File: src/pkg/sd_filter_pkg.sv
// Purpose: Shared constants for the sigma-delta output filter.
// Assumes: clk is the master clock; every rate below is a fixed ratio of it.
// Notes:   Times are kept in their own units and turned into cycle counts here.
package sd_filter_pkg;

  // Nominal master clock; only the derived figures below depend on it.
  localparam int MASTER_CLOCK_HZ     = 4096000;
  localparam int CORNER_DIVIDE       = 409600;
  localparam int CORNER_MILLIHZ      = (MASTER_CLOCK_HZ / CORNER_DIVIDE) * 1000;

  // Modulator sampling and input settling, in master clock cycles.
  localparam int SAMPLE_PERIOD       = 256;
  localparam int INPUT_SETTLE_CYCLES = 62;
  localparam int SAMPLE_RATE_HZ      = MASTER_CLOCK_HZ / SAMPLE_PERIOD;

  // Output word rate: 4 kHz at the nominal clock.
  localparam int WORD_RATE_HZ        = 4000;
  localparam int WORD_PERIOD         = 1024;
  localparam int SAMPLES_PER_WORD    = WORD_PERIOD / SAMPLE_PERIOD;

  // Worst-case step settling time and its cycle count (rounded down is exact here).
  localparam int SETTLE_TIME_MS      = 125;
  localparam int SETTLE_CYCLES       = SETTLE_TIME_MS * (MASTER_CLOCK_HZ / 1000);

  // Counter widths.
  localparam int SAMPLE_CNT_W        = 8;
  localparam int WORD_CNT_W          = 10;
  localparam int SETTLE_CNT_W        = 20;

  // Filter arithmetic: signed fixed point, 1.0 equals 2**FRAC_BITS.
  localparam int FRAC_BITS           = 22;
  localparam int ACC_W               = 26;
  localparam int POLE_COUNT          = 6;
  localparam int POLE_SHIFT          = 6;

  // Output coding.
  localparam int CODE_W              = 16;
  localparam int HALF_W              = 20;
  localparam logic [CODE_W-1:0] CODE_MAX   = 16'hffff;
  localparam logic [CODE_W-1:0] CODE_MIN   = 16'h0000;
  localparam logic [CODE_W-1:0] CODE_RESET = 16'h8000;
  localparam logic [HALF_W-1:0] BIPOLAR_OFFSET_HALF = 20'h10000;

  // Buffer between filter and result register.
  localparam int FIFO_DEPTH          = 8;

  typedef enum logic [2:0] {
    WAIT_SAMPLE  = 3'b001,
    INPUT_SETTLE = 3'b010,
    FILTER_STEP  = 3'b100
  } phase_type;

endpackage

File: src/logic/sigma_delta_output_filter.sv
// Purpose: Decimating six-pole low-pass filter and 16-bit result register of a sigma-delta converter.
// Assumes: clk is the master clock; modBit is the modulator bitstream, synchronous to clk.
// Notes:   All rates are fixed cycle ratios, so the response scales with the clock frequency.

// Summary of operation
// - Filter corner sits at master clock divided by 409600.
// - At 4.096 MHz the corner is 10 Hz and words come at 4 kHz.
// - Six-pole Gaussian-shaped low-pass response.
// - Step response settles without overshoot; worst case 125 ms at 4.096 MHz.
// - Conversion runs continuously; no start command exists.
// - 16-bit result register refreshed at 4 kHz, readable at any time.
// - Every rate derives from the master clock by fixed ratios.
// - Polarity select low gives unipolar span zero to reference.
// - Polarity select high gives bipolar span minus to plus reference.
// - Straight binary in unipolar mode, offset binary in bipolar mode.
// - Midscale transition half an LSB above the zero point; codes span all zeros to all ones.
// - One LSB is the input span divided by 65536.
// - Input sampled every 256 cycles with 62 cycles of settling first.
// - Sampling at 16 kHz with the nominal master clock.
module sigma_delta_output_filter #(
  parameter int SETTLE_COUNT = sd_filter_pkg::SETTLE_CYCLES
) (
  input  wire logic                              clk,
  input  wire logic                              rst,
  input  wire logic                              modBit,
  input  wire logic                              polarity_select,
  input  wire logic                              restartSettle,
  input  wire logic                              holdResult,
  output logic                                   sampleStrobe,
  output logic [sd_filter_pkg::CODE_W-1:0]       resultWord,
  output logic                                   wordStrobe,
  output logic                                   overRange,
  output logic                                   settled
);

  localparam int ACC_W  = sd_filter_pkg::ACC_W;
  localparam int HALF_W = sd_filter_pkg::HALF_W;
  localparam int CODE_W = sd_filter_pkg::CODE_W;

  // Signed full-scale values of the modulator bit: +1.0 for a one, -1.0 for a zero.
  localparam logic signed [ACC_W-1:0] PLUS_ONE  = ACC_W'(1 <<< sd_filter_pkg::FRAC_BITS);
  localparam logic signed [ACC_W-1:0] MINUS_ONE = -PLUS_ONE;

  // Turn a filter value into a code counted in half LSBs, before the half-LSB shift.
  // Bipolar: span of two units maps to 65536 LSB, with zero at midscale.
  // Unipolar: one unit maps to 65536 LSB, with zero at code zero.
  function automatic logic signed [HALF_W-1:0] to_half_lsb(
    input logic signed [ACC_W-1:0] value,
    input logic                    bipolar
  );
    logic signed [ACC_W-1:0] scaled;
    scaled = bipolar ? (value >>> 6) : (value >>> 5);
    to_half_lsb = bipolar ? (HALF_W'(scaled) + $signed(sd_filter_pkg::BIPOLAR_OFFSET_HALF))
                          : HALF_W'(scaled);
  endfunction

  // Span tests, shared by the clamp and by the out-of-range flag so the two can never disagree.
  function automatic logic below_span(input logic signed [HALF_W-1:0] lsb);
    below_span = (lsb < 0);
  endfunction

  function automatic logic above_span(input logic signed [HALF_W-1:0] lsb);
    above_span = (lsb > $signed({4'h0, sd_filter_pkg::CODE_MAX}));
  endfunction

  // Clamp a signed LSB count into the 16-bit code range.
  // Saturating rather than wrapping keeps an overdriven input from reading as the opposite limit.
  function automatic logic [CODE_W-1:0] clamp_code(input logic signed [HALF_W-1:0] lsb);
    if (below_span(lsb)) begin
      clamp_code = sd_filter_pkg::CODE_MIN;
    end else if (above_span(lsb)) begin
      clamp_code = sd_filter_pkg::CODE_MAX;
    end else begin
      clamp_code = lsb[CODE_W-1:0];
    end
  endfunction

  // Rate pulses. Sampling and word rates are plain cycle ratios of clk.
  logic sampleTick;
  logic wordTick;

  rate_divider #(
    .WIDTH  (sd_filter_pkg::SAMPLE_CNT_W),
    .PERIOD (sd_filter_pkg::SAMPLE_PERIOD)
  ) sampleDivider (
    .clk  (clk),
    .rst  (rst),
    .tick (sampleTick)
  );

  rate_divider #(
    .WIDTH  (sd_filter_pkg::WORD_CNT_W),
    .PERIOD (sd_filter_pkg::WORD_PERIOD)
  ) wordDivider (
    .clk  (clk),
    .rst  (rst),
    .tick (wordTick)
  );

  // Sampling phase: wait for the sample pulse, let the input settle, then step the filter.
  // Nothing starts a conversion; the sequence runs from reset onward forever.
  sd_filter_pkg::phase_type phase;
  sd_filter_pkg::phase_type next_phase;
  logic [5:0]               settleCount;
  wire                      settleDone = (settleCount == 6'(sd_filter_pkg::INPUT_SETTLE_CYCLES - 1));

  always_comb begin
    next_phase = phase;
    unique case (phase)
      sd_filter_pkg::WAIT_SAMPLE: begin
        if (sampleTick) next_phase = sd_filter_pkg::INPUT_SETTLE;
      end
      sd_filter_pkg::INPUT_SETTLE: begin
        if (settleDone) next_phase = sd_filter_pkg::FILTER_STEP;
      end
      sd_filter_pkg::FILTER_STEP: begin
        next_phase = sd_filter_pkg::WAIT_SAMPLE;
      end
      default: begin
        next_phase = sd_filter_pkg::WAIT_SAMPLE;
      end
    endcase
  end

  always_ff @(posedge clk) begin
    if (rst) begin
      phase <= sd_filter_pkg::WAIT_SAMPLE;
    end else begin
      phase <= next_phase;
    end
  end

  always_ff @(posedge clk) begin
    if (rst || phase != sd_filter_pkg::INPUT_SETTLE) begin
      settleCount <= '0;
    end else begin
      settleCount <= settleCount + 1'b1;
    end
  end

  // The modulator is told when the sample is taken so it can hold the input.
  always_ff @(posedge clk) begin
    if (rst) begin
      sampleStrobe <= 1'b0;
    end else begin
      sampleStrobe <= sampleTick;
    end
  end

  // The bit is taken only after the settling window has passed.
  wire                      filterStep = (phase == sd_filter_pkg::FILTER_STEP);
  wire signed [ACC_W-1:0]   inputValue = modBit ? PLUS_ONE : MINUS_ONE;

  // Cascade of six identical real poles. Identical real poles give a Gaussian-like
  // response with a monotonic step response, so there is never any overshoot.
  // The shift sets each pole; with six in cascade the overall corner lands near
  // the sample rate divided by 1600, that is the master clock divided by 409600.
  // A binary shift trades a little corner accuracy for having no multiplier.
  logic signed [ACC_W-1:0] pole [sd_filter_pkg::POLE_COUNT];
  wire  signed [ACC_W-1:0] poleIn [sd_filter_pkg::POLE_COUNT];

  genvar k;
  generate
    for (k = 0; k < sd_filter_pkg::POLE_COUNT; k++) begin : poles
      if (k == 0) begin : first
        assign poleIn[k] = inputValue;
      end else begin : later
        assign poleIn[k] = pole[k-1];
      end

      wire signed [ACC_W-1:0] poleDelta = (poleIn[k] - pole[k]) >>> sd_filter_pkg::POLE_SHIFT;

      always_ff @(posedge clk) begin
        if (rst) begin
          pole[k] <= '0;
        end else if (filterStep) begin
          pole[k] <= pole[k] + poleDelta;
        end
      end
    end
  endgenerate

  wire signed [ACC_W-1:0] filterOut = pole[sd_filter_pkg::POLE_COUNT-1];

  // Output coding. The half-LSB step down places the midscale transition half an LSB
  // above the zero point, and the final shift gives whole LSBs of span/65536.
  wire signed [HALF_W-1:0] halfLsb      = to_half_lsb(filterOut, polarity_select);
  wire signed [HALF_W-1:0] shiftedHalf  = halfLsb - HALF_W'(1);
  wire signed [HALF_W-1:0] wholeLsb     = shiftedHalf >>> 1;
  wire        [CODE_W-1:0] codedWord    = clamp_code(wholeLsb);
  wire                     outsideSpan  = below_span(wholeLsb) || above_span(wholeLsb);

  // A word is captured at each word pulse and offered to the buffer. If the buffer is
  // full the pending word is held and replaced by the newest one, so back-pressure
  // never stalls the filter itself, but a pending word that is replaced is lost.
  logic              pendingValid;
  logic [CODE_W:0]   pendingWord;
  wire               pushReady;
  wire [CODE_W:0]    fifoOut;
  wire               fifoValid;
  wire               popReady = !holdResult;

  always_ff @(posedge clk) begin
    if (rst) begin
      pendingValid <= 1'b0;
      pendingWord  <= '0;
    end else begin
      if (wordTick) begin
        pendingWord  <= {outsideSpan, codedWord};
        pendingValid <= 1'b1;
      end else if (pushReady) begin
        pendingValid <= 1'b0;
      end
    end
  end

  word_fifo #(
    .WIDTH (CODE_W + 1),
    .DEPTH (sd_filter_pkg::FIFO_DEPTH)
  ) resultBuffer (
    .clk      (clk),
    .rst      (rst),
    .inData   (pendingWord),
    .inValid  (pendingValid && !wordTick),
    .inReady  (pushReady),
    .outData  (fifoOut),
    .outValid (fifoValid),
    .outReady (popReady)
  );

  // The result register takes a whole word in one edge, so a read never sees a blend.
  // Holding the register lets a slow reader finish; words wait in the buffer meanwhile.
  wire loadResult = fifoValid && popReady;

  always_ff @(posedge clk) begin
    if (rst) begin
      resultWord <= sd_filter_pkg::CODE_RESET;
      overRange  <= 1'b0;
      wordStrobe <= 1'b0;
    end else begin
      wordStrobe <= loadResult;
      if (loadResult) begin
        resultWord <= fifoOut[CODE_W-1:0];
        overRange  <= fifoOut[CODE_W];
      end
    end
  end

  // Settling indicator: counts the worst-case settling time from reset or from a
  // channel change reported by the host, so the host knows when words become valid.
  // The timer does not watch the input itself, so a step the host does not report goes unflagged.
  localparam int SETTLE_CNT_W_FIX = sd_filter_pkg::SETTLE_CNT_W;
  logic [SETTLE_CNT_W_FIX-1:0] settleTimer;
  wire timerDone = (settleTimer == SETTLE_CNT_W_FIX'(SETTLE_COUNT - 1));

  always_ff @(posedge clk) begin
    if (rst || restartSettle) begin
      settleTimer <= '0;
      settled     <= 1'b0;
    end else if (!settled) begin
      settleTimer <= settleTimer + 1'b1;
      settled     <= timerDone;
    end
  end

endmodule // sigma_delta_output_filter

File: src/logic/word_fifo.sv
// Purpose: Small first-in first-out buffer with valid/ready on both sides.
// Assumes: Single clock, synchronous active-high reset.
// Notes:   Storage is a flip-flop array indexed by read and write pointers.
module word_fifo #(
  parameter int WIDTH = 16,
  parameter int DEPTH = 8
) (
  input  wire logic             clk,
  input  wire logic             rst,
  input  wire logic [WIDTH-1:0] inData,
  input  wire logic             inValid,
  output logic                  inReady,
  output logic      [WIDTH-1:0] outData,
  output logic                  outValid,
  input  wire logic             outReady
);

  localparam int PTR_W = $clog2(DEPTH);

  logic [WIDTH-1:0] store [DEPTH];
  logic [PTR_W-1:0] writePtr;
  logic [PTR_W-1:0] readPtr;
  logic [PTR_W:0]   fill;
  wire              doPush = inValid && inReady;
  wire              doPop  = outValid && outReady;

  assign inReady  = (fill != (PTR_W+1)'(DEPTH));
  assign outValid = (fill != '0);
  assign outData  = store[readPtr];

  always_ff @(posedge clk) begin
    if (doPush) begin
      store[writePtr] <= inData;
    end
  end

  always_ff @(posedge clk) begin
    if (rst) begin
      writePtr <= '0;
      readPtr  <= '0;
      fill     <= '0;
    end else begin
      if (doPush) writePtr <= writePtr + 1'b1;
      if (doPop) readPtr <= readPtr + 1'b1;
      fill <= fill + (PTR_W+1)'(doPush) - (PTR_W+1)'(doPop);
    end
  end

endmodule // word_fifo

File: src/logic/rate_divider.sv
// Purpose: Free-running divider giving one-cycle enable pulses at a fixed ratio.
// Assumes: Single clock, synchronous active-high reset.
// Notes:   The pulse is registered, so it comes in the first cycle of each period, with the count back at zero.
module rate_divider #(
  parameter int WIDTH  = 8,
  parameter int PERIOD = 256
) (
  input  wire logic clk,
  input  wire logic rst,
  output logic      tick
);

  logic [WIDTH-1:0] count;
  wire              atEnd = (count == WIDTH'(PERIOD - 1));

  always_ff @(posedge clk) begin
    if (rst) begin
      count <= '0;
      tick  <= 1'b0;
    end else begin
      count <= atEnd ? '0 : count + 1'b1;
      tick  <= atEnd;
    end
  end

endmodule // rate_divider

File: config.mk
export PLATFORM = sky130hd
export DESIGN_NAME = sigma_delta_output_filter
export DESIGN_NICKNAME = d
export VERILOG_FILES = /design/src/pkg/sd_filter_pkg.sv /design/src/logic/sigma_delta_output_filter.sv /design/src/logic/word_fifo.sv /design/src/logic/rate_divider.sv
export SDC_FILE = /design/constraint.sdc
export NUM_CORES = 1
export LEC_CHECK = 0
export CORE_ASPECT_RATIO = 0.5
export CORE_UTILIZATION = 25
export CTS_CLUSTER_DIAMETER = 60
export CTS_CLUSTER_SIZE = 16
export DETAILED_ROUTE_END_ITERATION = 16
export DONT_BUFFER_PORTS = 1
export PLACE_DENSITY = 0.45
export SETUP_SLACK_MARGIN = 0.5
export SYNTH_ARGS = -nofsm -noshare
export SYNTH_HDL_FRONTEND = slang
export SYNTH_SLANG_ARGS = --single-unit
File: constraint.sdc
create_clock -name clk -period 7.7 [get_ports clk]
set_clock_uncertainty 0.1 [all_clocks]
set_input_delay 2.31 -clock clk [delete_from_list [all_inputs] [get_ports clk]]
set_output_delay 2.31 -clock clk [all_outputs]
set_load 0.03 [all_outputs]
Yosys cells after proc, flatten, opt, wreduce, memory -nomap -nowiden:

Memories as Yosys holds them, arrays and structs flattened. A register that Yosys moved wholly into a read port is not among the register bits.
Cells that the tools add are included.

* $add $sub $neg: 22
* order comparisons: 2
* eq/ne operators: 11
* mux-type cells: 24
* bitwise logic cells: 6
* reductions and logical operators: 13

Operators by type and width (number)
* $mux W26: 7
* $add A26 B20 Y26: 6
* $sub A26 B26 Y26: 6
* $mux W20: 2
* $mux W16: 2
* $add A20 B1 Y20 const B: 1
* $add A20 B18 Y20 const B: 1
* $eq A20 B19 Y1 const B: 1
* $sub A20 B2 Y20 const B: 1
* $gt A19 B17 Y1 const B: 1
* $lt A19 B1 Y1 const B: 1
* $add A10 B1 Y10 const B: 1
* $eq A10 B10 Y1 const B: 1
* $mux W1: 10
* $add A8 B1 Y8 const B: 1
* $eq A8 B8 Y1 const B: 1
* $add A3 B1 Y3 const B: 2
* $add A6 B1 Y6 const B: 1
* $eq A6 B6 Y1 const B: 1
* $mux W3: 2
* $or A1 B1 Y1: 6
* $pmux W3 S2: 1
* $add A4 B1 Y4: 1
* $ne A4 B4 Y1 const B: 1
* 14 further kinds: 20

* flip-flop bits (word level): 80
* RAM bits: 292
* bits of input ports: 6
* output and inout port bits: 20
* word-level logic and storage cells: 95
* memories: 2

Memory list
* pole: words 6, width 26, read ports 6, clocked after Yosys merged registers in 0, wr ports 6, line sigma_delta_output_filter.sv:159 `logic signed [ACC_W-1:0] pole [sd_filter_pkg::POLE_COUNT];`
* resultBuffer.store: words 8, width 17, read ports 1, clocked after Yosys merged registers in 1, wr ports 1, line word_fifo.sv:20 `logic [WIDTH-1:0] store [DEPTH];`

Logic depth before layout (Yosys ltp):

Gate-level depths: netlist of run 1.

* depth in word-level cells: 7
* gate-level depth with buffers: 25
* gate-level depth less buffers: 25

By module:

Synthesis of run 1 repeated with hierarchy kept, for this count alone.

* cell total of the unflattened synthesis: 2880
* area, all modules: 27936.8 um^2

By module, submodules not included
* sigma_delta_output_filter: times used 1, cells an instance 2508, area each 21180.3 um^2, seq. area each 6025.8 um^2
* word_fifo: times used 1, cells an instance 277, area each 5915.7 um^2, seq. area each 4344.2 um^2
* rate_divider at wordDivider: times used 1, cells an instance 54, area each 474.2 um^2, seq. area each 220.2 um^2
* rate_divider at sampleDivider: times used 1, cells an instance 41, area each 366.6 um^2, seq. area each 180.2 um^2

Least setup slack after synthesis of run 1:

Ideal clock, no wire load.

* path type: input-to-reg
* from: input rst
* to: memory pole[0][0] (enable)
* setup time: 0.543 ns
* arrival time: 6.598 ns
* required time: 7.057 ns
* setup slack: 0.459 ns
* stages: 3
* buffers on the path: 2
* path through: clkbuf_1 clkbuf_1 nand2b_1

RTL lines
* start: declaration: line sigma_delta_output_filter.sv:24 `input wire logic rst,`
* end: declaration: line sigma_delta_output_filter.sv:159

==> impl_metrics.py, run 1 <==
metrics = {
    "synthesis": {
        "async_flop_share": 0,
        "synth_area_leaders": "edfxtp_1 (32%), ha_1 (14%), dfxtp_1 (7.1%)",
        "syn_area_mm2": 0.02723,
        "ys.warnings.count": 0,
        "synthCells": 2783,
        "synth_nets": 3103,
        "syn_avg_cell_area_um2": 9.786,
        "synth.most_common_cell": "nor2_1",
        "ys_ff_latch": 389,
        "synth_edf_count": 292,
        "synthDistinctLibCells": 72,
        "yosysSeqAreaShare": 0.3933,
        "ys.flop_type": "edfxtp_1",
        "ys_top_cells_by_count": "nor2_1 (356), ha_1 (307), edfxtp_1 (292)",
        "yosys.area.top_type": "edfxtp_1",
        "synth_top_area_share": 0.3220,
    },
    "route": {
        "wirelength_um": 61060,
        "initialDrtViolationCount": 879,
        "drt_pre_antenna_iters": 5,
        "ant_nets": 0,
        "num_vias": 19410,
        "wl_met3_um": 1792,
        "wl_met2_um": 28030,
        "met1Wirelength_um": 30400,
        "top_layer": "met4",
        "wl_per_cell_um": 14.37,
        "routed_via_density": 4.568,
        "drc_errors": 0,
    },
    "sta": {
        "fmax_mhz": 174.7,
        "rsz0062_at_grt": "no",
        "min_period_ns": 5.726,
        "fin_crit_sh": 0.7436,
        "finalSetupTns_ns": 0,
        "slew_viol_final": 0,
        "hold_viol_final": 0,
        "relSlewSlack": 0.3549,
        "setup_viol": 0,
        "max_slew.worst_pin.slew_ns": 0.9653,
        "setup_slack_ns": 1.974,
    },
    "global_routing": {
        "first_global_vias": 19590,
        "grt_overflow": 0,
        "grt_usage": 0.1106,
        "antenna_found_initial": 0,
        "grt_max_degree": 157,
        "grt_pass1_wl_um": 100200,
    },
    "die": {
        "core_area_mm2": 0.1077,
        "num_rows": 85,
        "ios": 26,
        "die_h_um": 235.4,
        "die_x_um": 468.8,
        "die_area_mm2": 0.1103,
        "start_util": 0.2528,
    },
    "power": {
        "p_seq_frac": 0.406,
        "clkPwrFrac": 0.322,
        "p_int_w": 0.004121,
        "p_per_area_mw_per_mm2": 200.7,
        "switchingPower_w": 0.001949,
        "p_leak_nw": 11.85,
        "peakVddDrop_mv": 0.1260,
        "switching_share": 0.3211,
        "combPwrFrac": 0.273,
    },
    "critical_path": {
        "critPathKind": "reg -> reg",
        "cp.required_ns": 7.89,
        "worstSetupStartpointType": "flop",
        "end_kind": "flop",
        "crit_arrival_ns": 5.92,
        "cp_max_fo": 6,
    },
    "layout": {
        "fillers": 11290,
        "drive_above_1_share": 0.05158,
        "final_util": 0.2808,
        "nNetsFinal": 3103,
        "area_growth_pct": 11.08,
    },
    "run_status": {
        "status": "completed",
    },
    "clock_network": {
        "post-cts-setup-buffer-count": 0,
        "clk_latency_ns": 0.59,
        "clockBufferDepth": 3,
        "cts_resized": 0,
        "numCtsBuffers": 38,
        "cts_tree": "done",
        "cts.clk_slew.worst_paths_ns": 0.07,
        "ctsHoldBuffers": 0,
        "cts_max_level": 2,
        "cts.sinks": 389,
        "root_buffer": "clkbuf_16",
    },
    "min_path": {
        "hold_path.class": "reg -> reg",
    },
    "placement": {
        "place_congestion": 0.8197,
        "place_ws_ns": 1.909,
        "place_hpwl_um": 44140,
        "portBuffers": 0,
    },
    "flow_run": {
        "cap_violations": 0,
    },
}
[flip-flops by register name (all words and copies together) (netlist names), 3 cells and up]
register               count
resultBuffer.store       136
settleTimer               20
pendingWord               17
resultBuffer.readPtr       3
phase                      3
sampleDivider.count        8
resultBuffer.writePtr      3
settleCount                6
wordDivider.count         10
resultWord                16
pole                     156
resultBuffer.fill          4
[path summary, 6_finish.rpt]
check | cells after the start | slack [ns] | from | endpoint
setup / recovery | 22 | 1.97 | pole[2][6]$_SDFFCE_PN0P_ | pole[3][24]$_SDFFCE_PN0P_
hold / removal | 1 | 0.37 | wordDivider.count[0]$_SDFF_PP0_ | wordDivider.count[0]$_SDFF_PP0_
setup reg to reg | 22 | 1.97 | pole[2][6]$_SDFFCE_PN0P_ | pole[3][24]$_SDFFCE_PN0P_
hold reg to reg | 1 | 0.37 | wordDivider.count[0]$_SDFF_PP0_ | wordDivider.count[0]$_SDFF_PP0_
[metrics by stage]
| stage | area, µm² | instances | hold WS (ns) | total power (W) |
|---|---|---|---|---|
| 2_1_floorplan | 27240 | 2783 | 0.3258 | 0.003847 |
| 3_3_place_gp | 29000 | 4178 | 0.3419 | 0.004168 |
| 3_5_place_dp | 29000 | 4178 | 0.3480 | 0.004181 |
| 4_1_cts | 30250 | 4246 | 0.3678 | 0.006179 |
| 5_1_grt | 30250 | 4246 | 0.3831 | 0.006461 |
| 6_report | 30250 | 4248 | 0.3657 | 0.006070 |
[cell usage in the layout (no fill, tap or decap), types with 6 or more instances in the layout]
cell         n
clkbuf_16   39
a31o_2       6
edfxtp_1   292
and3_1      27
ha_1       307
and4_1       8
a31oi_1     16
a21boi_0     6
a211oi_1    39
nor3_1      59
xor2_1     127
mux2i_1     30
nor3b_1      7
o21bai_1    21
mux4_2      34
o21ai_0    144
o21a_1      41
nor2_1     355
nand4_1     14
o31a_1       7
buf_4       14
fa_1         7
nor4_1       8
nand2_1    146
nand2b_1    52
inv_1      187
o31ai_1     17
xnor2_1    136
or3_1       15
a2111oi_0   11
o211ai_1     9
clkbuf_1     9
dfxtp_1     96
nand3_1     59
or2_2       11
nor2b_1     52
a21oi_1    178
and2_1      25
a21o_1      96
[power groups by stage]
stage / Sequential [W] / Clock [W] / Combinational, W
global placement: 0.00251 / 0 / 0.00166
finish: 0.00246 / 0.00195 / 0.00165
CTS: 0.00247 / 0.00204 / 0.00168
global route: 0.00248 / 0.00211 / 0.00188
floorplan: 0.00248 / 0 / 0.00137
detailed placement: 0.00251 / 0 / 0.00167
[cell families (layout without fill, tap and decap cells)]
group,count (synthesis),count (layout),synth area share
simple gates,867,867,0.1518
mux,64,64,0.03914
buf+inv,242,270,0.03354
xor+xnor,264,264,0.08559
other cells,0,2,0
compound gates,643,643,0.1504
flops,389,389,0.3933
fa+ha+maj,314,314,0.1462
[per-layer routing]
metal / GRT usage / vias up
met1: 0.1476 / 9128
met4: 0.02265 / 0
li1: - / 10070
met5: 0 / -
met2: 0.1867 / 145
met3: 0.01885 / 60
[critical path: stages, from the launching register on]
cell and delay [ns]:
edfxtp_1 0.44, ha_1 0.36, a21oi_1 0.15, nand2_1 0.08, a31o_2 0.25, or3_1 0.38, o31a_1 0.27, nor3_1 0.32
nor2_1 0.11, o21a_1 0.21, o21a_1 0.19, nor2_1 0.12, ha_1 0.31, a21o_1 0.18, a21o_1 0.17, a21o_1 0.19
o2bb2ai_1 0.14, o41a_1 0.37, or4_1 0.42, a31oi_1 0.29, o2bb2ai_1 0.17, xor2_1 0.15, nor2_1 0.05
[area by class of cell]
type,count,area [µm²],area share
Antenna cell,2,5.005,0.0001654
Clock buffer,49,1023,0.03383
Clock inverter,19,220.2,0.007279
Inverter,187,701.9,0.02320
Multi-Input combinational cell,2152,15670,0.5180
Sequential cell,389,10710,0.3541
Tap cell,1435,1795,0.05935
Timing Repair Buffer,15,125.1,0.004136
(Power assumes the default switching activity.)
==> inputs of run 2 (changes only) <==
--- a/config.mk
+++ b/config.mk
@@ -5,13 +5,14 @@
 export SDC_FILE = /design/constraint.sdc
 export NUM_CORES = 1
 export LEC_CHECK = 0
+export ABC_AREA = 1
 export CORE_ASPECT_RATIO = 0.5
 export CORE_UTILIZATION = 25
 export CTS_CLUSTER_DIAMETER = 60
 export CTS_CLUSTER_SIZE = 16
 export DETAILED_ROUTE_END_ITERATION = 16
 export DONT_BUFFER_PORTS = 1
-export PLACE_DENSITY = 0.45
+export PLACE_DENSITY = 0.47
 export SETUP_SLACK_MARGIN = 0.5
 export SYNTH_ARGS = -nofsm -noshare
 export SYNTH_HDL_FRONTEND = slang
==> constraint.sdc (replaced) <==
create_clock -name clk -period 5.01 [get_ports clk]
set_clock_uncertainty 0.1 [all_clocks]
set_input_delay 1.503 -clock clk [delete_from_list [all_inputs] [get_ports clk]]
set_output_delay 1.503 -clock clk [all_outputs]
set_load 0.03 [all_outputs]
==> run 2 against run 1 <==
Net effect: area after synthesis increased by 15%; non-clock buffer count up 10; clock power rose by 67%; utilization increased by 0.088 points; worst hold slack got worse by 0.012 ns; wire length up 56%; setup slack got worse by 1.2 ns; sequential share of layout area is 4.7 points lower; sequential power is 53% higher; cell count grew 40%; critical path type unchanged; largest power group unchanged.
==> impl_metrics.py, run 2 <==
metrics = {
    "run_status": {
        "status": "completed",
    },
    "layout": {
        "fillers": 13470,
        "antenna_cells": 0,
        "regMostFlops": "pole",
        "area_growth_pct": 11.37,
        "layout_commonest_cell": "nand2_1",
        "nNetsFinal": 4553,
        "design_area_mm2": 0.03483,
        "drive_above_1_share": 0.03702,
        "mostFrequentLayoutCells": "nand2_1 (871), inv_1 (560), nor2_1 (494)",
        "largest_register_ffs": 156,
        "largestRegisters": "pole (156), resultBuffer.store (136), settleTimer (20)",
    },
    "clock_network": {
        "root_buffer": "clkbuf_16",
        "cts.sinks": 389,
        "clockBufferDepth": 3,
        "numCtsBuffers": 43,
        "ctsHoldBuffers": 0,
        "post-cts-setup-buffer-count": 0,
        "clk_latency_ns": 0.62,
        "cts_tree": "done",
        "cts.clk_slew.worst_paths_ns": 0.07,
        "cts_max_level": 2,
    },
    "synthesis": {
        "synth_top_area_share": 0.2804,
        "ys.flop_type": "edfxtp_1",
        "synth_edf_count": 292,
        "async_flop_share": 0,
        "syn_area_mm2": 0.03127,
        "yosys.area.top_type": "edfxtp_1",
        "ys_top_cells_by_count": "nand2_1 (872), inv_1 (560), nor2_1 (503)",
        "synth_area_leaders": "edfxtp_1 (28%), ha_1 (12%), nand2_1 (10%)",
        "synth_nets": 4542,
        "ys_ff_latch": 389,
        "ys.warnings.count": 0,
        "synth.most_common_cell": "nand2_1",
        "syn_avg_cell_area_um2": 7.408,
        "synthCells": 4222,
        "synthDistinctLibCells": 52,
        "yosysSeqAreaShare": 0.3425,
    },
    "route": {
        "routed_via_density": 4.737,
        "drt_pre_antenna_iters": 6,
        "wirelength_um": 95550,
        "drc_errors": 0,
        "wl_per_cell_um": 16.08,
        "ant_nets": 0,
        "num_vias": 28150,
        "initialDrtViolationCount": 1734,
    },
    "die": {
        "core_area_mm2": 0.1237,
        "ios": 26,
        "die_x_um": 502.2,
        "die_h_um": 252.1,
        "num_rows": 91,
        "die_area_mm2": 0.1266,
        "start_util": 0.2529,
    },
    "placement": {
        "portBuffers": 0,
        "place_ws_ns": 0.1516,
        "place_hpwl_um": 73700,
        "placed_area_mm2": 0.03337,
        "place_congestion": 0.9006,
    },
    "sta": {
        "fmax_mhz": 233.8,
        "setup_slack_ns": 0.7324,
        "rsz0062_at_grt": "yes",
        "min_period_ns": 4.278,
        "max_slew.worst_pin.slew_ns": 0.9854,
        "setup_viol": 0,
        "relSlewSlack": 0.3421,
        "fin_crit_sh": 0.8538,
        "finalSetupTns_ns": 0,
        "hold_viol_final": 0,
        "slew_viol_final": 0,
    },
    "global_routing": {
        "grt_pass1_wl_um": 149300,
        "grt_max_degree": 112,
        "antenna_found_initial": 1,
        "grt_usage": 0.1480,
        "first_global_vias": 26990,
        "grt_overflow": 0,
    },
    "critical_path": {
        "cp.required_ns": 5.21,
        "cp_max_fo": 6,
        "rr_endpoint": "pole[3][22]$_SDFFCE_PN0P_",
        "reg2reg_depth": 18,
        "crit_arrival_ns": 4.48,
        "critPathKind": "reg -> reg",
        "end_kind": "flop",
        "r2r_start": "pole[3][7]$_SDFFCE_PN0P_",
        "ff2ff_setup_slack_ns": 0.73,
        "worstSetupStartpointType": "flop",
    },
    "power": {
        "p_per_area_mw_per_mm2": 288.5,
        "p_leak_nw": 14.99,
        "total_power_w": 0.01005,
        "peakVddDrop_mv": 0.2330,
    },
    "min_path": {
        "holdPathEnd": "wordDivider.count[0]$_SDFF_PP0_",
        "hold_path.class": "reg -> reg",
        "holdCritStartpoint": "wordDivider.count[0]$_SDFF_PP0_",
        "holdPathStages": 1,
    },
    "flow_run": {
        "cap_violations": 0,
    },
}
-- run 2: repair_timing --
action,in CTS,in global routing
endpoints found under the setup margin,6,17
hold endpoints to repair,0,0
resized for setup,3,10
-- run 2: power by group --
| group | leakage (nW) | switching (W) | internal [W] |
|---|---|---|---|
| Sequential | 3.65 | 0.000211 | 0.00355 |
| Clock | 0.679 | 0.00158 | 0.00168 |
| Combinational | 10.7 | 0.00202 | 0.00100 |
-- run 2: worst max-delay path by stage --
stage | start | slack, ns | cells past startpoint | end
4_1_cts | pole[2][1]$_SDFFCE_PN0P_ | 0.54 | 20 | pole[2][20]$_SDFFCE_PN0P_
3_3_place_gp | pole[3][7]$_SDFFCE_PN0P_ | 0.14 | 20 | pole[4][21]$_SDFFCE_PN0P_
2_1_floorplan | modBit | 0.82 | 17 | pole[0][25]$_SDFFCE_PN0P_
5_1_grt | pole[2][1]$_SDFFCE_PN0P_ | 0.44 | 20 | pole[2][20]$_SDFFCE_PN0P_
3_5_place_dp | pole[4][8]$_SDFFCE_PN0P_ | 0.15 | 21 | pole[4][21]$_SDFFCE_PN0P_
6_report | pole[3][7]$_SDFFCE_PN0P_ | 0.73 | 18 | pole[3][22]$_SDFFCE_PN0P_
-- run 2: worst max-delay path: stages (launching register included) --
cell      delay [ns]
edfxtp_1        0.51
inv_1           0.08
ha_1            0.39
nand2_1         0.20
inv_1           0.06
a21oi_1         0.18
nand3_1         0.21
nand2_1         0.24
nand2_1         0.10
nand2_1         0.09
nand2_1         0.16
ha_1            0.46
nand2_1         0.13
nor4_1          0.43
nand4_1         0.15
nand3_1         0.23
nand2_1         0.10
nand3_1         0.08
a21oi_1         0.07
-- run 2: final cells by class --
cell class              instances  area (µm²)  share of cell area
repair buffers                 25       212.7            0.006107
inverters                     570        2140             0.06143
well taps                    1674        2095             0.06014
flip-flops and latches        389       10710              0.3076
multi-input cells            3204       18270              0.5244
clock buffers                  54        1127             0.03237
clock inverters                26       276.5            0.007939
-- run 2: per-stage QoR --
stage          cells  hold slack, ns    util
2_1_floorplan   4222          0.3034       -
3_3_place_gp    5862          0.3281  0.2699
3_5_place_dp    5862          0.3432  0.2699
4_1_cts         5942          0.3584  0.2814
5_1_grt         5942          0.3872  0.2817
6_report        5942          0.3537  0.2817
-- run 2: metal layers --
metal | vias to the layer above | track usage | wire length, µm
met4 | 2 | 0.03947 | 2366
met2 | 499 | 0.2476 | 43650
met3 | 130 | 0.01644 | 3467
met1 | 13110 | 0.2011 | 46060
li1 | 14410 | - | -
met5 | - | 0 | 8
-- run 2: logic make-up (layout without fill, tap and decap cells) --
group / Yosys count / after routing / synth area share
fa+ha+maj: 314 / 314 / 0.1273
buf+inv: 629 / 675 / 0.07681
flops: 389 / 389 / 0.3425
simple gates: 1746 / 1746 / 0.2309
mux: 17 / 17 / 0.005441
compound gates: 990 / 990 / 0.1787
xor+xnor: 137 / 137 / 0.03837
